$ cat src/dcsw_pkg.sv
// Package with register map, field positions, reset values and timing constants
package dcsw_pkg;
  localparam logic [11:0] DCSW_ADDR_STATUS   = 12'h000;
  localparam logic [11:0] DCSW_ADDR_COMMAND  = 12'h004;
  localparam logic [11:0] DCSW_ADDR_SPEEDREF = 12'h008;
  localparam logic [11:0] DCSW_ADDR_OUTFREQ  = 12'h00C;
  localparam logic [11:0] DCSW_ADDR_CONFIG   = 12'h010;
  localparam logic [11:0] DCSW_ADDR_LOLIM    = 12'h014;
  localparam logic [11:0] DCSW_ADDR_HILIM    = 12'h018;
  localparam logic [11:0] DCSW_ADDR_TMO      = 12'h01C;
  localparam logic [11:0] DCSW_ADDR_DRVOUT   = 12'h020;

  // Command word fields
  localparam int CMD_PRESET_LO = 0;
  localparam int CMD_PRESET_HI = 1;
  localparam int CMD_DC_BRAKE  = 2;
  localparam int CMD_COAST     = 3;
  localparam int CMD_QSTOP     = 4;
  localparam int CMD_FREEZE    = 5;
  localparam int CMD_START     = 6;
  localparam int CMD_RESET     = 7;
  localparam int CMD_VALID     = 10;
  localparam int CMD_RELAY1    = 11;
  localparam int CMD_RELAY2    = 12;

  // Status word fields
  localparam int ST_CTRL_READY  = 0;
  localparam int ST_DRIVE_READY = 1;
  localparam int ST_STANDBY     = 2;
  localparam int ST_TRIP        = 3;
  localparam int ST_TRIP_LOCK   = 6;
  localparam int ST_WARNING     = 7;
  localparam int ST_ON_REF      = 8;
  localparam int ST_SERIAL_OK   = 9;
  localparam int ST_IN_RANGE    = 10;
  localparam int ST_RUNNING     = 11;
  localparam int ST_VOLT_WARN   = 13;
  localparam int ST_CURR_WARN   = 14;
  localparam int ST_THERM_WARN  = 15;

  // Config register fields
  localparam int CFG_RELAY1_EN = 0;
  localparam int CFG_RELAY2_EN = 1;

  // Reset values
  localparam logic [15:0] CMD_RST      = 16'h0000;
  localparam logic [15:0] SPEEDREF_RST = 16'h0000;
  localparam logic [1:0]  CONFIG_RST   = 2'h0;
  localparam logic [15:0] LOLIM_RST    = 16'h0000;
  localparam logic [15:0] HILIM_RST    = 16'h4000;
  localparam logic [31:0] TMO_RST      = 32'h0000_0000;

  // Full scale of speed reference and output frequency (100 percent)
  localparam logic [15:0] FULL_SCALE = 16'h4000;

  // Bus timeout unit: 1 ms at 25 MHz
  localparam int CLK_HZ     = 25000000;
  localparam int TMO_UNIT_US = 1000;
  localparam int TMO_UNIT_CYC = (CLK_HZ / 1000000) * TMO_UNIT_US;

  localparam logic [1:0] HTRANS_NONSEQ = 2'h2;
endpackage

$ cat src/dcsw_top.sv
// Drive control and status word register bank on AHB-Lite
// Operation
// - Status bit 00 high when ready for operation, low otherwise.
// - Status bit 01 set when ready but a coast command is active.
// - Status bit 02 clear when motor released, set when start possible.
// - Status bit 03 set while tripped and awaiting reset.
// - Status bits 04 and 05 are unused.
// - Status bit 06 set while trip-locked; reset ignored until power cycle.
// - Bit 07 any warning; bit 13 voltage, 14 current, 15 thermal.
// - Status bit 08 set when speed equals reference.
// - Status bit 09 clear when local stop or local control selected.
// - Status bit 10 set while output frequency strictly inside limits.
// - Status bit 11 set on start signal or positive (signed) output frequency.
// - Speed reference is signed 16-bit, 16384 equals full span.
// - Output frequency reported signed 16-bit, 4000 Hex equals full span.
// - Command bits 01..00 select one of four presets.
// - Command bit 02 zero applies DC braking and stop.
// - Command bit 03 zero coasts the motor immediately.
// - Command bit 04 zero performs quick stop ramp.
// - Command bit 05 zero freezes frequency; only coast or brake stop.
// - Command bit 06 zero ramps to stop; one allows start.
// - Trip reset only on rising edge of command bit 07.
// - Command word ignored when its bit 10 is zero.
// - Relays follow bits 11/12 when enabled; drop on bus timeout.
//
// Design decisions made here: the register addresses and the AHB-Lite register port.
`timescale 1ns/10ps
`default_nettype none
module dcsw_top
  import dcsw_pkg::*;
(
  input  wire logic        REF_CLK,
  input  wire logic        SYS_RST,
  input  wire logic        HSEL,
  input  wire logic [11:0] HADDR,
  input  wire logic [1:0]  HTRANS,
  input  wire logic        HWRITE,
  input  wire logic [2:0]  HSIZE,
  input  wire logic [31:0] HWDATA,
  input  wire logic        HREADY,
  output logic      [31:0] HRDATA,
  output logic             HREADYOUT,
  output logic             HRESP,
  input  wire logic        DRIVE_FAULT,
  input  wire logic        DRIVE_LOCK_FAULT,
  input  wire logic        LOCAL_MODE,
  input  wire logic        TERM_COAST,
  input  wire logic        VOLT_WARN,
  input  wire logic        CURR_WARN,
  input  wire logic        THERM_WARN,
  input  wire logic        START_INPUT,
  input  wire logic        MOTOR_RELEASED,
  input  wire logic [15:0] OUT_FREQ,
  input  wire logic [15:0] MOTOR_SPEED,
  input  wire logic [15:0] ACTIVE_REF,
  output logic      [1:0]  PRESET_SEL,
  output logic             DC_BRAKE,
  output logic             COAST,
  output logic             QUICK_STOP,
  output logic             FREEZE,
  output logic             RUN_ENABLE,
  output logic             TRIP_RESET,
  output logic      [15:0] SPEED_REF,
  output logic             RELAY1,
  output logic             RELAY2
);

  typedef struct packed {
    logic        wr_pend;
    logic        rd_pend;
    logic [11:0] addr;
    logic [31:0] rdata;
    logic [15:0] cmd;
    logic [15:0] speed_ref;
    logic [1:0]  config_bits;
    logic [15:0] lo_lim;
    logic [15:0] hi_lim;
    logic [31:0] tmo_ms;
    logic [31:0] tmo_cyc;
    logic [31:0] tmo_ms_cnt;
    logic        timed_out;
    logic        reset_prev;
    logic        trip_reset;
    logic        frozen;
    logic        stop_ramp;
    logic [15:0] status;
    logic        relay1;
    logic        relay2;
  } dcsw_state_type;

  dcsw_state_type st_r;
  dcsw_state_type st_nxt;

  logic        hit;
  logic        trip_active;
  logic        ready;
  logic        in_range;
  logic        running;
  logic [15:0] wd;
  logic [15:0] applied;
  logic        accept_cmd;

  always_comb begin
    st_nxt = st_r;
    hit = HSEL && HREADY && (HTRANS == HTRANS_NONSEQ);
    wd = HWDATA[15:0];
    accept_cmd = 1'b0;
    applied = st_r.cmd;
    // Address phase capture
    st_nxt.wr_pend = hit && HWRITE;
    st_nxt.rd_pend = hit && !HWRITE;
    if (hit) begin
      st_nxt.addr = HADDR;
    end
    // Data phase write
    if (st_r.wr_pend) begin
      case (st_r.addr)
        DCSW_ADDR_COMMAND: begin
          // Word without valid bit is discarded
          accept_cmd = wd[CMD_VALID];
          if (accept_cmd) begin
            st_nxt.cmd = wd;
            applied = wd;
          end
        end
        DCSW_ADDR_SPEEDREF: st_nxt.speed_ref = wd;
        DCSW_ADDR_CONFIG:   st_nxt.config_bits = HWDATA[1:0];
        DCSW_ADDR_LOLIM:    st_nxt.lo_lim = wd;
        DCSW_ADDR_HILIM:    st_nxt.hi_lim = wd;
        DCSW_ADDR_TMO:      st_nxt.tmo_ms = HWDATA;
        default: begin
        end
      endcase
    end
    // Bus timeout watchdog; any accepted command rearms it
    if (accept_cmd) begin
      st_nxt.tmo_cyc = 32'h0000_0000;
      st_nxt.tmo_ms_cnt = 32'h0000_0000;
      st_nxt.timed_out = 1'b0;
    end else if (st_r.tmo_ms != 32'h0000_0000 && !st_r.timed_out) begin
      if (st_r.tmo_cyc == 32'(TMO_UNIT_CYC - 1)) begin
        st_nxt.tmo_cyc = 32'h0000_0000;
        st_nxt.tmo_ms_cnt = st_r.tmo_ms_cnt + 32'h0000_0001;
        if (st_r.tmo_ms_cnt + 32'h0000_0001 >= st_r.tmo_ms) begin
          st_nxt.timed_out = 1'b1;
        end
      end else begin
        st_nxt.tmo_cyc = st_r.tmo_cyc + 32'h0000_0001;
      end
    end
    // Trip reset pulse on rising edge of command bit 07
    st_nxt.reset_prev = applied[CMD_RESET];
    st_nxt.trip_reset = applied[CMD_RESET] && !st_r.reset_prev
                        && !DRIVE_LOCK_FAULT;
    // Freeze: start bit cannot stop; only coast or brake stop
    st_nxt.frozen = !applied[CMD_FREEZE];
    st_nxt.stop_ramp = !applied[CMD_START] && applied[CMD_FREEZE];
    st_nxt.relay1 = applied[CMD_RELAY1] && st_r.config_bits[CFG_RELAY1_EN]
                    && !st_nxt.timed_out;
    st_nxt.relay2 = applied[CMD_RELAY2] && st_r.config_bits[CFG_RELAY2_EN]
                    && !st_nxt.timed_out;
    // Status assembly
    trip_active = DRIVE_FAULT || DRIVE_LOCK_FAULT;
    ready = !trip_active;
    in_range = ($signed(OUT_FREQ) > $signed(st_r.lo_lim))
               && ($signed(OUT_FREQ) < $signed(st_r.hi_lim));
    running = START_INPUT || ($signed(OUT_FREQ) > $signed(16'h0000));
    st_nxt.status = 16'h0000;
    st_nxt.status[ST_CTRL_READY] = ready;
    st_nxt.status[ST_DRIVE_READY] = ready && (TERM_COAST || !st_r.cmd[CMD_COAST]);
    st_nxt.status[ST_STANDBY] = !MOTOR_RELEASED && ready;
    st_nxt.status[ST_TRIP] = DRIVE_FAULT;
    st_nxt.status[ST_TRIP_LOCK] = DRIVE_LOCK_FAULT;
    st_nxt.status[ST_WARNING] = VOLT_WARN || CURR_WARN || THERM_WARN;
    st_nxt.status[ST_VOLT_WARN] = VOLT_WARN;
    st_nxt.status[ST_CURR_WARN] = CURR_WARN;
    st_nxt.status[ST_THERM_WARN] = THERM_WARN;
    st_nxt.status[ST_ON_REF] = (MOTOR_SPEED == ACTIVE_REF);
    st_nxt.status[ST_SERIAL_OK] = !LOCAL_MODE;
    st_nxt.status[ST_IN_RANGE] = in_range;
    st_nxt.status[ST_RUNNING] = running;
    // Read data for the following data phase
    st_nxt.rdata = 32'h0000_0000;
    if (hit && !HWRITE) begin
      case (HADDR)
        DCSW_ADDR_STATUS:   st_nxt.rdata = {16'h0000, st_r.status};
        DCSW_ADDR_SPEEDREF: st_nxt.rdata = {16'h0000, st_r.speed_ref};
        DCSW_ADDR_OUTFREQ:  st_nxt.rdata = {16'h0000, OUT_FREQ};
        DCSW_ADDR_CONFIG:   st_nxt.rdata = {30'h0000_0000, st_r.config_bits};
        DCSW_ADDR_LOLIM:    st_nxt.rdata = {16'h0000, st_r.lo_lim};
        DCSW_ADDR_HILIM:    st_nxt.rdata = {16'h0000, st_r.hi_lim};
        DCSW_ADDR_TMO:      st_nxt.rdata = st_r.tmo_ms;
        DCSW_ADDR_DRVOUT:   st_nxt.rdata = {30'h0000_0000, st_r.relay2, st_r.timed_out};
        default:            st_nxt.rdata = 32'h0000_0000;
      endcase
    end
  end

  always_ff @(posedge REF_CLK) begin
    if (SYS_RST) begin
      st_r <= '0;
      st_r.cmd <= CMD_RST;
      st_r.speed_ref <= SPEEDREF_RST;
      st_r.config_bits <= CONFIG_RST;
      st_r.lo_lim <= LOLIM_RST;
      st_r.hi_lim <= HILIM_RST;
      st_r.tmo_ms <= TMO_RST;
    end else begin
      st_r <= st_nxt;
    end
  end

  // Outputs straight from the state register
  always_comb begin
    HRDATA = st_r.rdata;
    HREADYOUT = 1'b1;
    HRESP = 1'b0;
    PRESET_SEL = st_r.cmd[CMD_PRESET_HI:CMD_PRESET_LO];
    DC_BRAKE = !st_r.cmd[CMD_DC_BRAKE];
    COAST = !st_r.cmd[CMD_COAST];
    QUICK_STOP = !st_r.cmd[CMD_QSTOP];
    FREEZE = st_r.frozen;
    RUN_ENABLE = !st_r.stop_ramp && st_r.cmd[CMD_COAST];
    TRIP_RESET = st_r.trip_reset;
    SPEED_REF = st_r.speed_ref;
    RELAY1 = st_r.relay1;
    RELAY2 = st_r.relay2;
  end

endmodule
`default_nettype wire

$ cat config.mk
export PLATFORM = sky130hd
export DESIGN_NAME = dcsw_top
export DESIGN_NICKNAME = d
export VERILOG_FILES = /design/src/dcsw_pkg.sv /design/src/dcsw_top.sv
export SDC_FILE = /design/constraint.sdc
export NUM_CORES = 1
export LEC_CHECK = 0
export ABC_AREA = 1
export BUFFER_PORTS_ARGS = -buffer_cell sky130_fd_sc_hd__buf_2
export CAP_MARGIN = 0
export CORE_AREA = 2 2 192 137
export CTS_BUF_LIST = sky130_fd_sc_hd__clkbuf_16
export DETAILED_ROUTE_END_ITERATION = 16
export DIE_AREA = 0 0 194 139
export GPL_TIMING_DRIVEN = 1
export MAX_ROUTING_LAYER = met4
export PLACE_DENSITY_LB_ADDON = 0.25
export RECOVER_POWER = 100
export SETUP_SLACK_MARGIN = 0.4
export SLEW_MARGIN = 20
export SYNTH_ARGS = -nofsm -noshare
export SYNTH_HDL_FRONTEND = slang
export SYNTH_SLANG_ARGS = --single-unit
$ cat constraint.sdc
create_clock -name REF_CLK -period 2.46 [get_ports REF_CLK]
set_clock_uncertainty 0.1 [all_clocks]
set_input_delay 0.123 -clock REF_CLK [delete_from_list [all_inputs] [get_ports REF_CLK]]
set_output_delay 0.123 -clock REF_CLK [all_outputs]
set_load 0.005 [all_outputs]
==> run metrics, run 1 <==
ys flop type dfxtp_1; worst relative slew slack 37.7%; count of cell types in the netlist 46; Synth async-reset ratio 0%; Post-DP Area 13800 sq um; largest net degree at the start of global routing 65; failing checks setup timing; Yosys top cell area share 35.7%; P_leak 6.79 nW; drt wl/cell 16.7 um; Layout area overhead 30.6%; Final Hold Fails 0; cell taking the most area after synthesis dfxtp_1; filler instances 2188; setup ws final -0.176 ns; FF-to-FF setup slack -0.18 ns; die area 27000 sq um; Final Max Tran Viols 0; I/O pin cnt 171; sequential area share after synthesis 35.7%; Tcrit/Tclk final 107%; Iter 0 DRT Violations 1257; syn avg cell area 7.20 sq um; fin crit period 2.64 ns; worst setup path startpoint st_r[35]; synth top area cells dfxtp_1, nand2_1, nor2_1; Final GP Congestion 0.965; Crit Path Category register to register; Seq cells post-synth 221; global-route total usage across every layer 28.7%; Synth warnings 0; CP delay by family, top simple AND/OR/NAND/NOR gates; Overflow after GRT 0; die height 139 um; first-pass GRT wire length 61600 um; crit path buf inv count 2; DIE WIDTH 194 um; # setup viols final 4; clk slew on worst S/H paths 0.07 ns; reg-to-reg startpoint st_r[35]; cell area after layout 16200 sq um; largest fanout on the critical path 3; Worst Max-Slew Pin Slew 0.934 ns; Mapped Nets 1896; Max IR drop VDD 0.000569 V; crit start category register; vias per cell 5.33; Cells on Worst Hold Path 5; Post-synth EDFFs 0; Clock Sinks 221; slowest CP cell dfxtp_2; cell with the most instances after synthesis nand2_1; CTS H-tree lvls 1; Post-synth top cells nand2_1, nor2_1, inv_1, dfxtp_1, a21oi_1; Netlist Area Pre-Place 12400 sq um; Clk Latency, worst-skew pair 0.53 ns; Worst Path Required 2.81 ns; fmax 0.379 GHz; vias in the first global route 11947; Final Net Count 2198; critical path, cell by cell inv_1 -> nor3_4 -> nand3_4 -> nor2_4 -> nand2_2 -> nor2_4 -> nand2_2 -> xnor2_2 -> ha_1 -> nand2_2 -> nor2_2 -> nand2_1 -> inv_1 -> a21oi_2 -> nand2_2 -> nand2_2 -> nand2_2 -> a21oi_1; status finished with violations; r2r worst-path depth 18; cells after synthesis 1720; NetSw 1.86 mW; CTS root buf clkbuf_16; critical register-to-register path endpoint RELAY1; share of cells above drive strength 1 22.2%; worst-case clock buffer depth 3; Hold Crit Class input port to register; PD cells 488 nW/um^2; CTS tree built; port buffer count 165; Hold Startpoint OUT_FREQ[14]; max_cap viols 0; total routed wirelength 39500 um; Worst EP arrival 2.99 ns; clock share of power 47.0%; Worst setup EP type register; Pint 6.03 mW; initial antenna violation count 1; Initial Utilization 49.0%; dpl ws -0.310 ns; # DRC 0; Hold WS 0.0291 ns; Core ar. 25300 sq um; unrepaired setup endpoints after global routing yes; vias 12648; most frequent CP cell nand2_2; row cnt 49; Combinational Power Share 7.3%; TritonRoute pass-1 iters 5; sw frac 23.5%; end of the worst hold path HRDATA[14]; cts bufs inserted 24; hpwl dp 26900 um; Seq pwr share 45.7%; worst stage delay on the critical path 0.36 ns; Final ANT Viol Nets 0
## flip-flops by register name, indices dropped and copies added (netlist names), named ones only
signal      cells
HRDATA         32
SPEED_REF      16
RELAY2          1
st_r          164
RELAY1          1
FREEZE          1
TRIP_RESET      1
## cell usage in the layout, fill, tap and decap left out, types with 10 or more instances in the layout
cell | synthesis | layout
a211oi_1 | 26 | 27
a211oi_2 | 28 | 27
a21oi_1 | 105 | 95
a21oi_2 | 1 | 10
buf_2 | 16 | 129
buf_4 | 57 | 109
clkbuf_1 | 32 | 36
clkbuf_16 | 0 | 26
dfxtp_1 | 221 | 204
dfxtp_2 | 0 | 13
dlygate4sd3_1 | 0 | 99
ha_1 | 65 | 55
inv_1 | 226 | 222
nand2_1 | 283 | 263
nand2_2 | 2 | 22
nand3_1 | 68 | 69
nand4_1 | 39 | 39
nor2_1 | 235 | 217
nor2_2 | 9 | 20
nor3_1 | 65 | 48
nor3_2 | 1 | 14
nor4_1 | 14 | 13
o2111ai_1 | 12 | 12
o21ai_0 | 79 | 73
o21ai_1 | 7 | 11
o22ai_1 | 14 | 14
xor2_1 | 53 | 49
## power groups by stage
stage,clock network (mW),registers (mW),logic (mW)
2_1_floorplan,0,3.68,0.212
3_3_place_gp,0,3.69,0.398
3_5_place_dp,0,3.69,0.407
4_1_cts,3.77,3.61,0.549
5_1_grt,3.90,3.61,0.620
6_report,3.71,3.60,0.573
## per-layer routing
metal / vias up / share of wire (%) / track usage, %
met4: 0 / 2.1 / 6.30
met5: - / 0 / -
met2: 532 / 43 / 43.4
met3: 82 / 8.0 / 4.47
li1: 6196 / - / -
met1: 5838 / 47 / 40.3
## tightest hold or removal path: stages
cell,delay [ns]
buf_2,0.13
nand2_1,0.06
o2111ai_1,0.12
nor2_1,0.05
nor2_1,0.12
## what timing repair did
item	in CTS	in global routing
cloned	0	2
pin swaps	19	32
gates resized for setup	46	87
setup buffers	8	10
hold buffers	99	0
setup endpoints to repair	39	71
hold endpoints to repair	128	0
## worst max path at each step
stage	cells past startpoint	end	slack, ns
floorplan	19	RELAY1	0.02
global placement	18	RELAY2	-0.30
detailed placement	18	RELAY1	-0.31
CTS	19	RELAY2	-0.14
global route	17	RELAY2	-0.34
finish	18	RELAY1	-0.18
## kinds of logic after synthesis
| group | share of synthesized area, % |
|---|---|
| buf+inv | 12.5 |
| other cells | 0.0607 |
| fa+ha+maj | 6.57 |
| simple gates | 26.2 |
| xor+xnor | 4.39 |
| compound gates | 14.5 |
| flops | 35.7 |
## stage by stage
step	util, %	power [mW]	setup TNS [ns]	cells
after floorplan	-	3.90	0	1720
after global placement	54.8	4.08	-0.778	2208
after detailed placement	54.8	4.09	-0.840	2208
after CTS	62.9	7.92	-0.342	2359
after global routing	64.0	8.13	-5.77	2372
final	64.0	7.88	-0.480	2372
## cell type report
class                           instances  area [sq um]  share of cell area [%]
Clock inverter                         19           175                    1.08
Tap cell                              331           414                    2.56
Clock buffer                           25           626                    3.87
Multi-Input combinational cell       1156          6880                    42.6
Inverter                              230           865                    5.35
Timing Repair Buffer                  389          2750                    17.0
Sequential cell                       221          4460                    27.5
Antenna cell                            1          2.50                  0.0155
Power figures use the tool's default switching activity.
==> run 2, diff against run 1 <==
Settings changed: ABC_AREA 1 to default, CORE_AREA 2 2 192 137 to 2 2 194 139, DIE_AREA 0 0 194 139 to 0 0 196 141, SLEW_MARGIN 20 to default.
==> run metrics, run 2 <==
status finished with violations; failing checks setup timing; clk slew on worst S/H paths 0.07 ns; Initial Utilization 44.0%; syn avg cell area 8.58 sq um; Final GP Congestion 0.886; first-pass GRT wire length 55500 um; initial antenna violation count 0; fmax 0.322 GHz; cell taking the most area after synthesis dfxtp_1; Final Net Count 1817; TritonRoute pass-1 iters 5; filler instances 2229; crit start category register; Final Hold Fails 0; Max IR drop VDD 0.000414 V; I/O pin cnt 171; PD cells 480 nW/um^2; Synth async-reset ratio 0%; vias 10839; hpwl dp 23600 um; port buffer count 165; DIE WIDTH 196 um; synth top area cells dfxtp_1, ha_1, mux2i_1; Clock Sinks 221; fin crit period 3.11 ns; critical path, cell by cell nand3_4 -> or4_4 -> buf_4 -> nor3_4 -> nand3_1 -> xnor2_1 -> ha_1 -> nand4_1 -> buf_4 -> nor2_1 -> a2111oi_4 -> o21a_1 -> nor3_2; die area 27600 sq um; CTS tree built; Worst EP arrival 3.41 ns; Core ar. 26000 sq um; commonest non-fill, non-tap cell in the layout dfxtp_1; largest net degree at the start of global routing 49; Post-synth EDFFs 0; share of cells above drive strength 1 28.6%; Worst Max-Slew Pin Slew 1.34 ns; total routed wirelength 35800 um; Tcrit/Tclk final 126%; Seq cells post-synth 221; Final ANT Viol Nets 0; max_cap viols 0; Hold WS 0.0634 ns; Crit Path Category register to register; Post-synth top cells dfxtp_1, nand2_1, nor2_1, a21oi_1, inv_1; Clk Latency, worst-skew pair 0.52 ns; cells after synthesis 1334; CTS H-tree lvls 1; CTS root buf clkbuf_16; ys flop type dfxtp_1; Synth warnings 0; P_leak 6.41 nW; vias per cell 5.43; Setup TNS -4.08 ns; Cells on Worst Hold Path 5; worst relative slew slack 11.0%; # setup viols final 31; worst stage delay on the critical path 0.53 ns; drt wl/cell 17.9 um; worst-case clock buffer depth 3; largest fanout on the critical path 3; Yosys top cell area share 38.6%; Worst setup EP type register; Layout area overhead 37.8%; Final Max Tran Viols 0; Netlist Area Pre-Place 11500 sq um; r2r worst-path depth 13; unrepaired setup endpoints after global routing yes; global-route total usage across every layer 25.7%; largest register by flop count st_r; commonest non-fill, non-tap cells in the layout dfxtp_1, nand2_1, buf_2; die height 141 um; Overflow after GRT 0; cts bufs inserted 24; slowest CP cell or4_4; Iter 0 DRT Violations 909; row cnt 50; count of cell types in the netlist 70; cell with the most instances after synthesis dfxtp_1; Mapped Nets 1510; Hold Crit Class input port to register; # DRC 0; setup ws final -0.647 ns; max FFs per register 164; Worst Path Required 2.77 ns; most frequent CP cell buf_4; sequential area share after synthesis 38.6%; vias in the first global route 10452
## run 2: changes by cell type in the layout (fill, tap and decap cells not counted), moves of 33 or more
| cell | previous run | this run |
|---|---|---|
| inv_1 | 222 | 78 |
| o21ai_0 | 73 | 11 |
| mux2i_1 | 0 | 62 |
| nand3_1 | 69 | 17 |
| nor2_1 | 217 | 117 |
| nand2_1 | 263 | 142 |
| nor3_1 | 48 | 15 |
## run 2: path summary, 6_finish.rpt
path,startpoint,to,slack [ns]
max,st_r[23],st_r[22],-0.65
min,HTRANS[1],st_r[227],0.06
max reg2reg,st_r[23],st_r[22],-0.65
min reg2reg,st_r[21],TRIP_RESET,0.29
## run 2: what timing repair did
| item | in CTS | in global routing |
|---|---|---|
| pin swaps | 87 | 71 |
| endpoints found under the setup margin | 98 | 98 |
| hold endpoints to repair | 139 | 0 |
| gates resized for setup | 105 | 92 |
| gates cloned | 5 | 2 |
| buffers inserted | 21 | 12 |
| hold buffers | 82 | 0 |
## run 2: final cells by class
type	count	area (sq um)	share of cell area (%)
diodes	1	2.50	0.0159
clock buffers	25	626	3.96
clock inverters	17	125	0.793
inverters	78	307	1.94
multi-input cells	920	6850	43.4
flip-flops and latches	221	4480	28.4
well taps	338	423	2.68
repair buffers	396	2980	18.8
## run 2: logic make-up after synthesis
| logic type | share of synthesized area (%) |
|---|---|
| AND/OR/NAND/NOR | 22.4 |
| flip-flops | 38.6 |
| buffers and inverters | 8.35 |
| AO/OA/AOI/OAI | 10.8 |
| XOR/XNOR | 7.27 |
| adder cells (fa/ha/maj) | 7.10 |
| multiplexers | 5.42 |
| other | 0.0656 |
## run 2: report_power, final
part	leakage, nW	internal, mW	switching, mW
Clock	0.391	2.03	1.48
Sequential	1.80	3.59	0.00754
Combinational	4.21	0.227	0.245
## run 2: worst max-delay path: cells and delay by family, from the launching register on
family / cells / cell delay [ns]
DFF: 1 / 0.38
AOI/OAI and AO/OA: 2 / 0.58
adders and majority gates: 1 / 0.29
xor gates and xnor gates: 1 / 0.21
buffers and inverters: 2 / 0.31
and+or+nand+nor: 7 / 1.13
## run 2: metal layers
metal / global-route usage [%] / up-vias / part of all wire, %
li1: - / 5216 / -
met1: 36.7 / 5166 / 47
met2: 38.4 / 415 / 43
met3: 4.21 / 42 / 8.1
met4: 4.94 / 0 / 1.4
met5: - / - / 0
## run 2: metrics by stage
step                      setup WS [ns]  std cells  power (mW)  instance area [sq um]  utilization, %
after global routing             -0.770       1995        7.79                  15800            60.6
after detailed placement         -0.689       1831        4.02                  13200            50.7
final                            -0.647       1996        7.58                  15800            60.7
after global placement           -0.593       1831        4.01                  13200            50.7
after floorplan                  -0.526       1334        3.83                  11600               -
after CTS                        -0.579       1981        7.60                  15500            59.4
==> run 3, diff against run 2 <==
Settings changed: CORE_AREA 2 2 194 139 to 2 2 184 132, DIE_AREA 0 0 196 141 to 0 0 186 134, HOLD_SLACK_MARGIN from default to 0.06.
==> run metrics, run 3 (same netlist as run 2, synthesis figures left out) <==
Final GP Congestion 0.891; Worst EP arrival 3.52 ns; critical path, cell by cell nand4_1 -> or4_4 -> nor2_4 -> nand2_1 -> xnor2_1 -> ha_1 -> nand2_1 -> o21ai_2 -> a41oi_1 -> or4_4 -> o21a_1 -> nor3_1; I/O pin cnt 171; vias 11053; setup ws final -0.716 ns; Clock Sinks 221; fin crit period 3.18 ns; crit start category register; DIE WIDTH 186 um; die height 134 um; Final Net Count 1834; Core ar. 23200 sq um; failing checks setup timing; worst relative slew slack 10.7%; largest register by flop count st_r; Tcrit/Tclk final 129%; filler instances 1797; Worst Max-Slew Pin Slew 1.34 ns; Sequential cell area 4480 sq um; Initial Utilization 49.3%; Hold WS 0.216 ns; Final ANT Viol Nets 0; # setup viols final 23; total routed wirelength 36300 um; CP delay by family, top simple AND/OR/NAND/NOR gates; metal3 WL 3190 um; P_leak 6.64 nW; met2 routed WL 16200 um; TritonRoute pass-1 iters 8; vias in the first global route 10613; Final Hold Fails 0; initial antenna violation count 1; Worst Path Required 2.81 ns; global-route total usage across every layer 28.7%; dpl ws -0.672 ns; Final Max Tran Viols 0; max_cap viols 0; crit path buf inv count 0; fmax 0.315 GHz; hpwl dp 23200 um; port buffer count 165; CTS H-tree lvls 1; first-pass GRT wire length 55400 um; die area 24900 sq um; top sig layer met4; PD cells 450 nW/um^2; Post-DP Area 13200 sq um; area of the multi-input gates 7030 sq um; CTS root buf clkbuf_16; vias per cell 5.55; largest net degree at the start of global routing 85; fin util 69.0%; # DRC 0; Iter 0 DRT Violations 830; status finished with violations; row cnt 47; largest fanout on the critical path 5; share of cells above drive strength 1 28.8%; worst-case clock buffer depth 3; clk slew on worst S/H paths 0.07 ns; Hold Crit Class input port to register; Tot Pwr 7.21 mW; slowest CP cell or4_4; drt wl/cell 18.3 um; worst stage delay on the critical path 0.57 ns; cts bufs inserted 22; Overflow after GRT 0; unrepaired setup endpoints after global routing yes; metal1 wirelength 16200 um; CTS tree built; Layout area overhead 39.9%; cell area after layout 16000 sq um; Max IR drop VDD 0.000393 V; commonest non-fill, non-tap cells in the layout dfxtp_1, nand2_1, buf_2; Worst setup EP type register; Crit Path Category register to register; Clk Latency, worst-skew pair 0.52 ns; commonest non-fill, non-tap cell in the layout dfxtp_1; max FFs per register 164
==> run 3: cell count changes in the layout (fill, tap and decap cells not counted), moves of 6 or more <==
cell / before / now
clkbuf_1: 35 / 50
dlygate4sd3_1: 82 / 90
buf_4: 94 / 100
nor4_1: 23 / 17
nor2_4: 10 / 18
nor4_4: 3 / 13
buf_2: 137 / 127
==> run 3: final timing paths <==
path | start | endpoint | slack (ns) | cells after the start
min reg2reg | st_r[21] | TRIP_RESET | 0.30 | 1
max reg2reg | st_r[29] | st_r[22] | -0.72 | 12
max | st_r[29] | st_r[22] | -0.72 | 12
min | HTRANS[0] | st_r[230] | 0.22 | 3
==> run 3: final cells by class <==
cell class                      count  share of cell area, %
Tap cell                          318                   2.48
Multi-Input combinational cell    919                   43.9
Clock inverter                     14                  0.398
Inverter                           78                   1.91
Sequential cell                   221                   28.0
Timing Repair Buffer              416                   19.7
Clock buffer                       23                   3.59
Antenna cell                        1                 0.0156
==> run 3: layer usage <==
metal,up-vias,GRT usage (%)
li1,5241,-
met1,5269,39.4
met2,475,42.6
met3,68,6.35
met4,0,7.35
met5,-,-
==> run 3: where the power goes <==
group,internal (mW),switching (mW),total [mW]
registers,3.59,0.00850,3.60
clock network,1.68,1.44,3.12
logic,0.247,0.251,0.499
total,5.52,1.70,7.21
==> run 3: stage by stage <==
step / setup TNS, ns / cells
final: -3.18 / 1990
after global routing: -9.98 / 1990
after CTS: -1.70 / 1973
after detailed placement: -1.93 / 1815
after global placement: -1.62 / 1815
after floorplan: -1.47 / 1334
==> run 3: repair_timing <==
action | 4_1_cts | 5_1_grt
pin swaps | 90 | 70
hold buffers | 90 | 0
gates cloned | 5 | 0
endpoints found under the hold margin | 141 | 0
setup endpoints to repair | 127 | 112
resized for setup | 125 | 124
buffers inserted | 26 | 16
==> run 3: tightest hold or removal path: stages <==
cell     delay (ns)
buf_2          0.08
and4b_1        0.34
and3_1         0.25
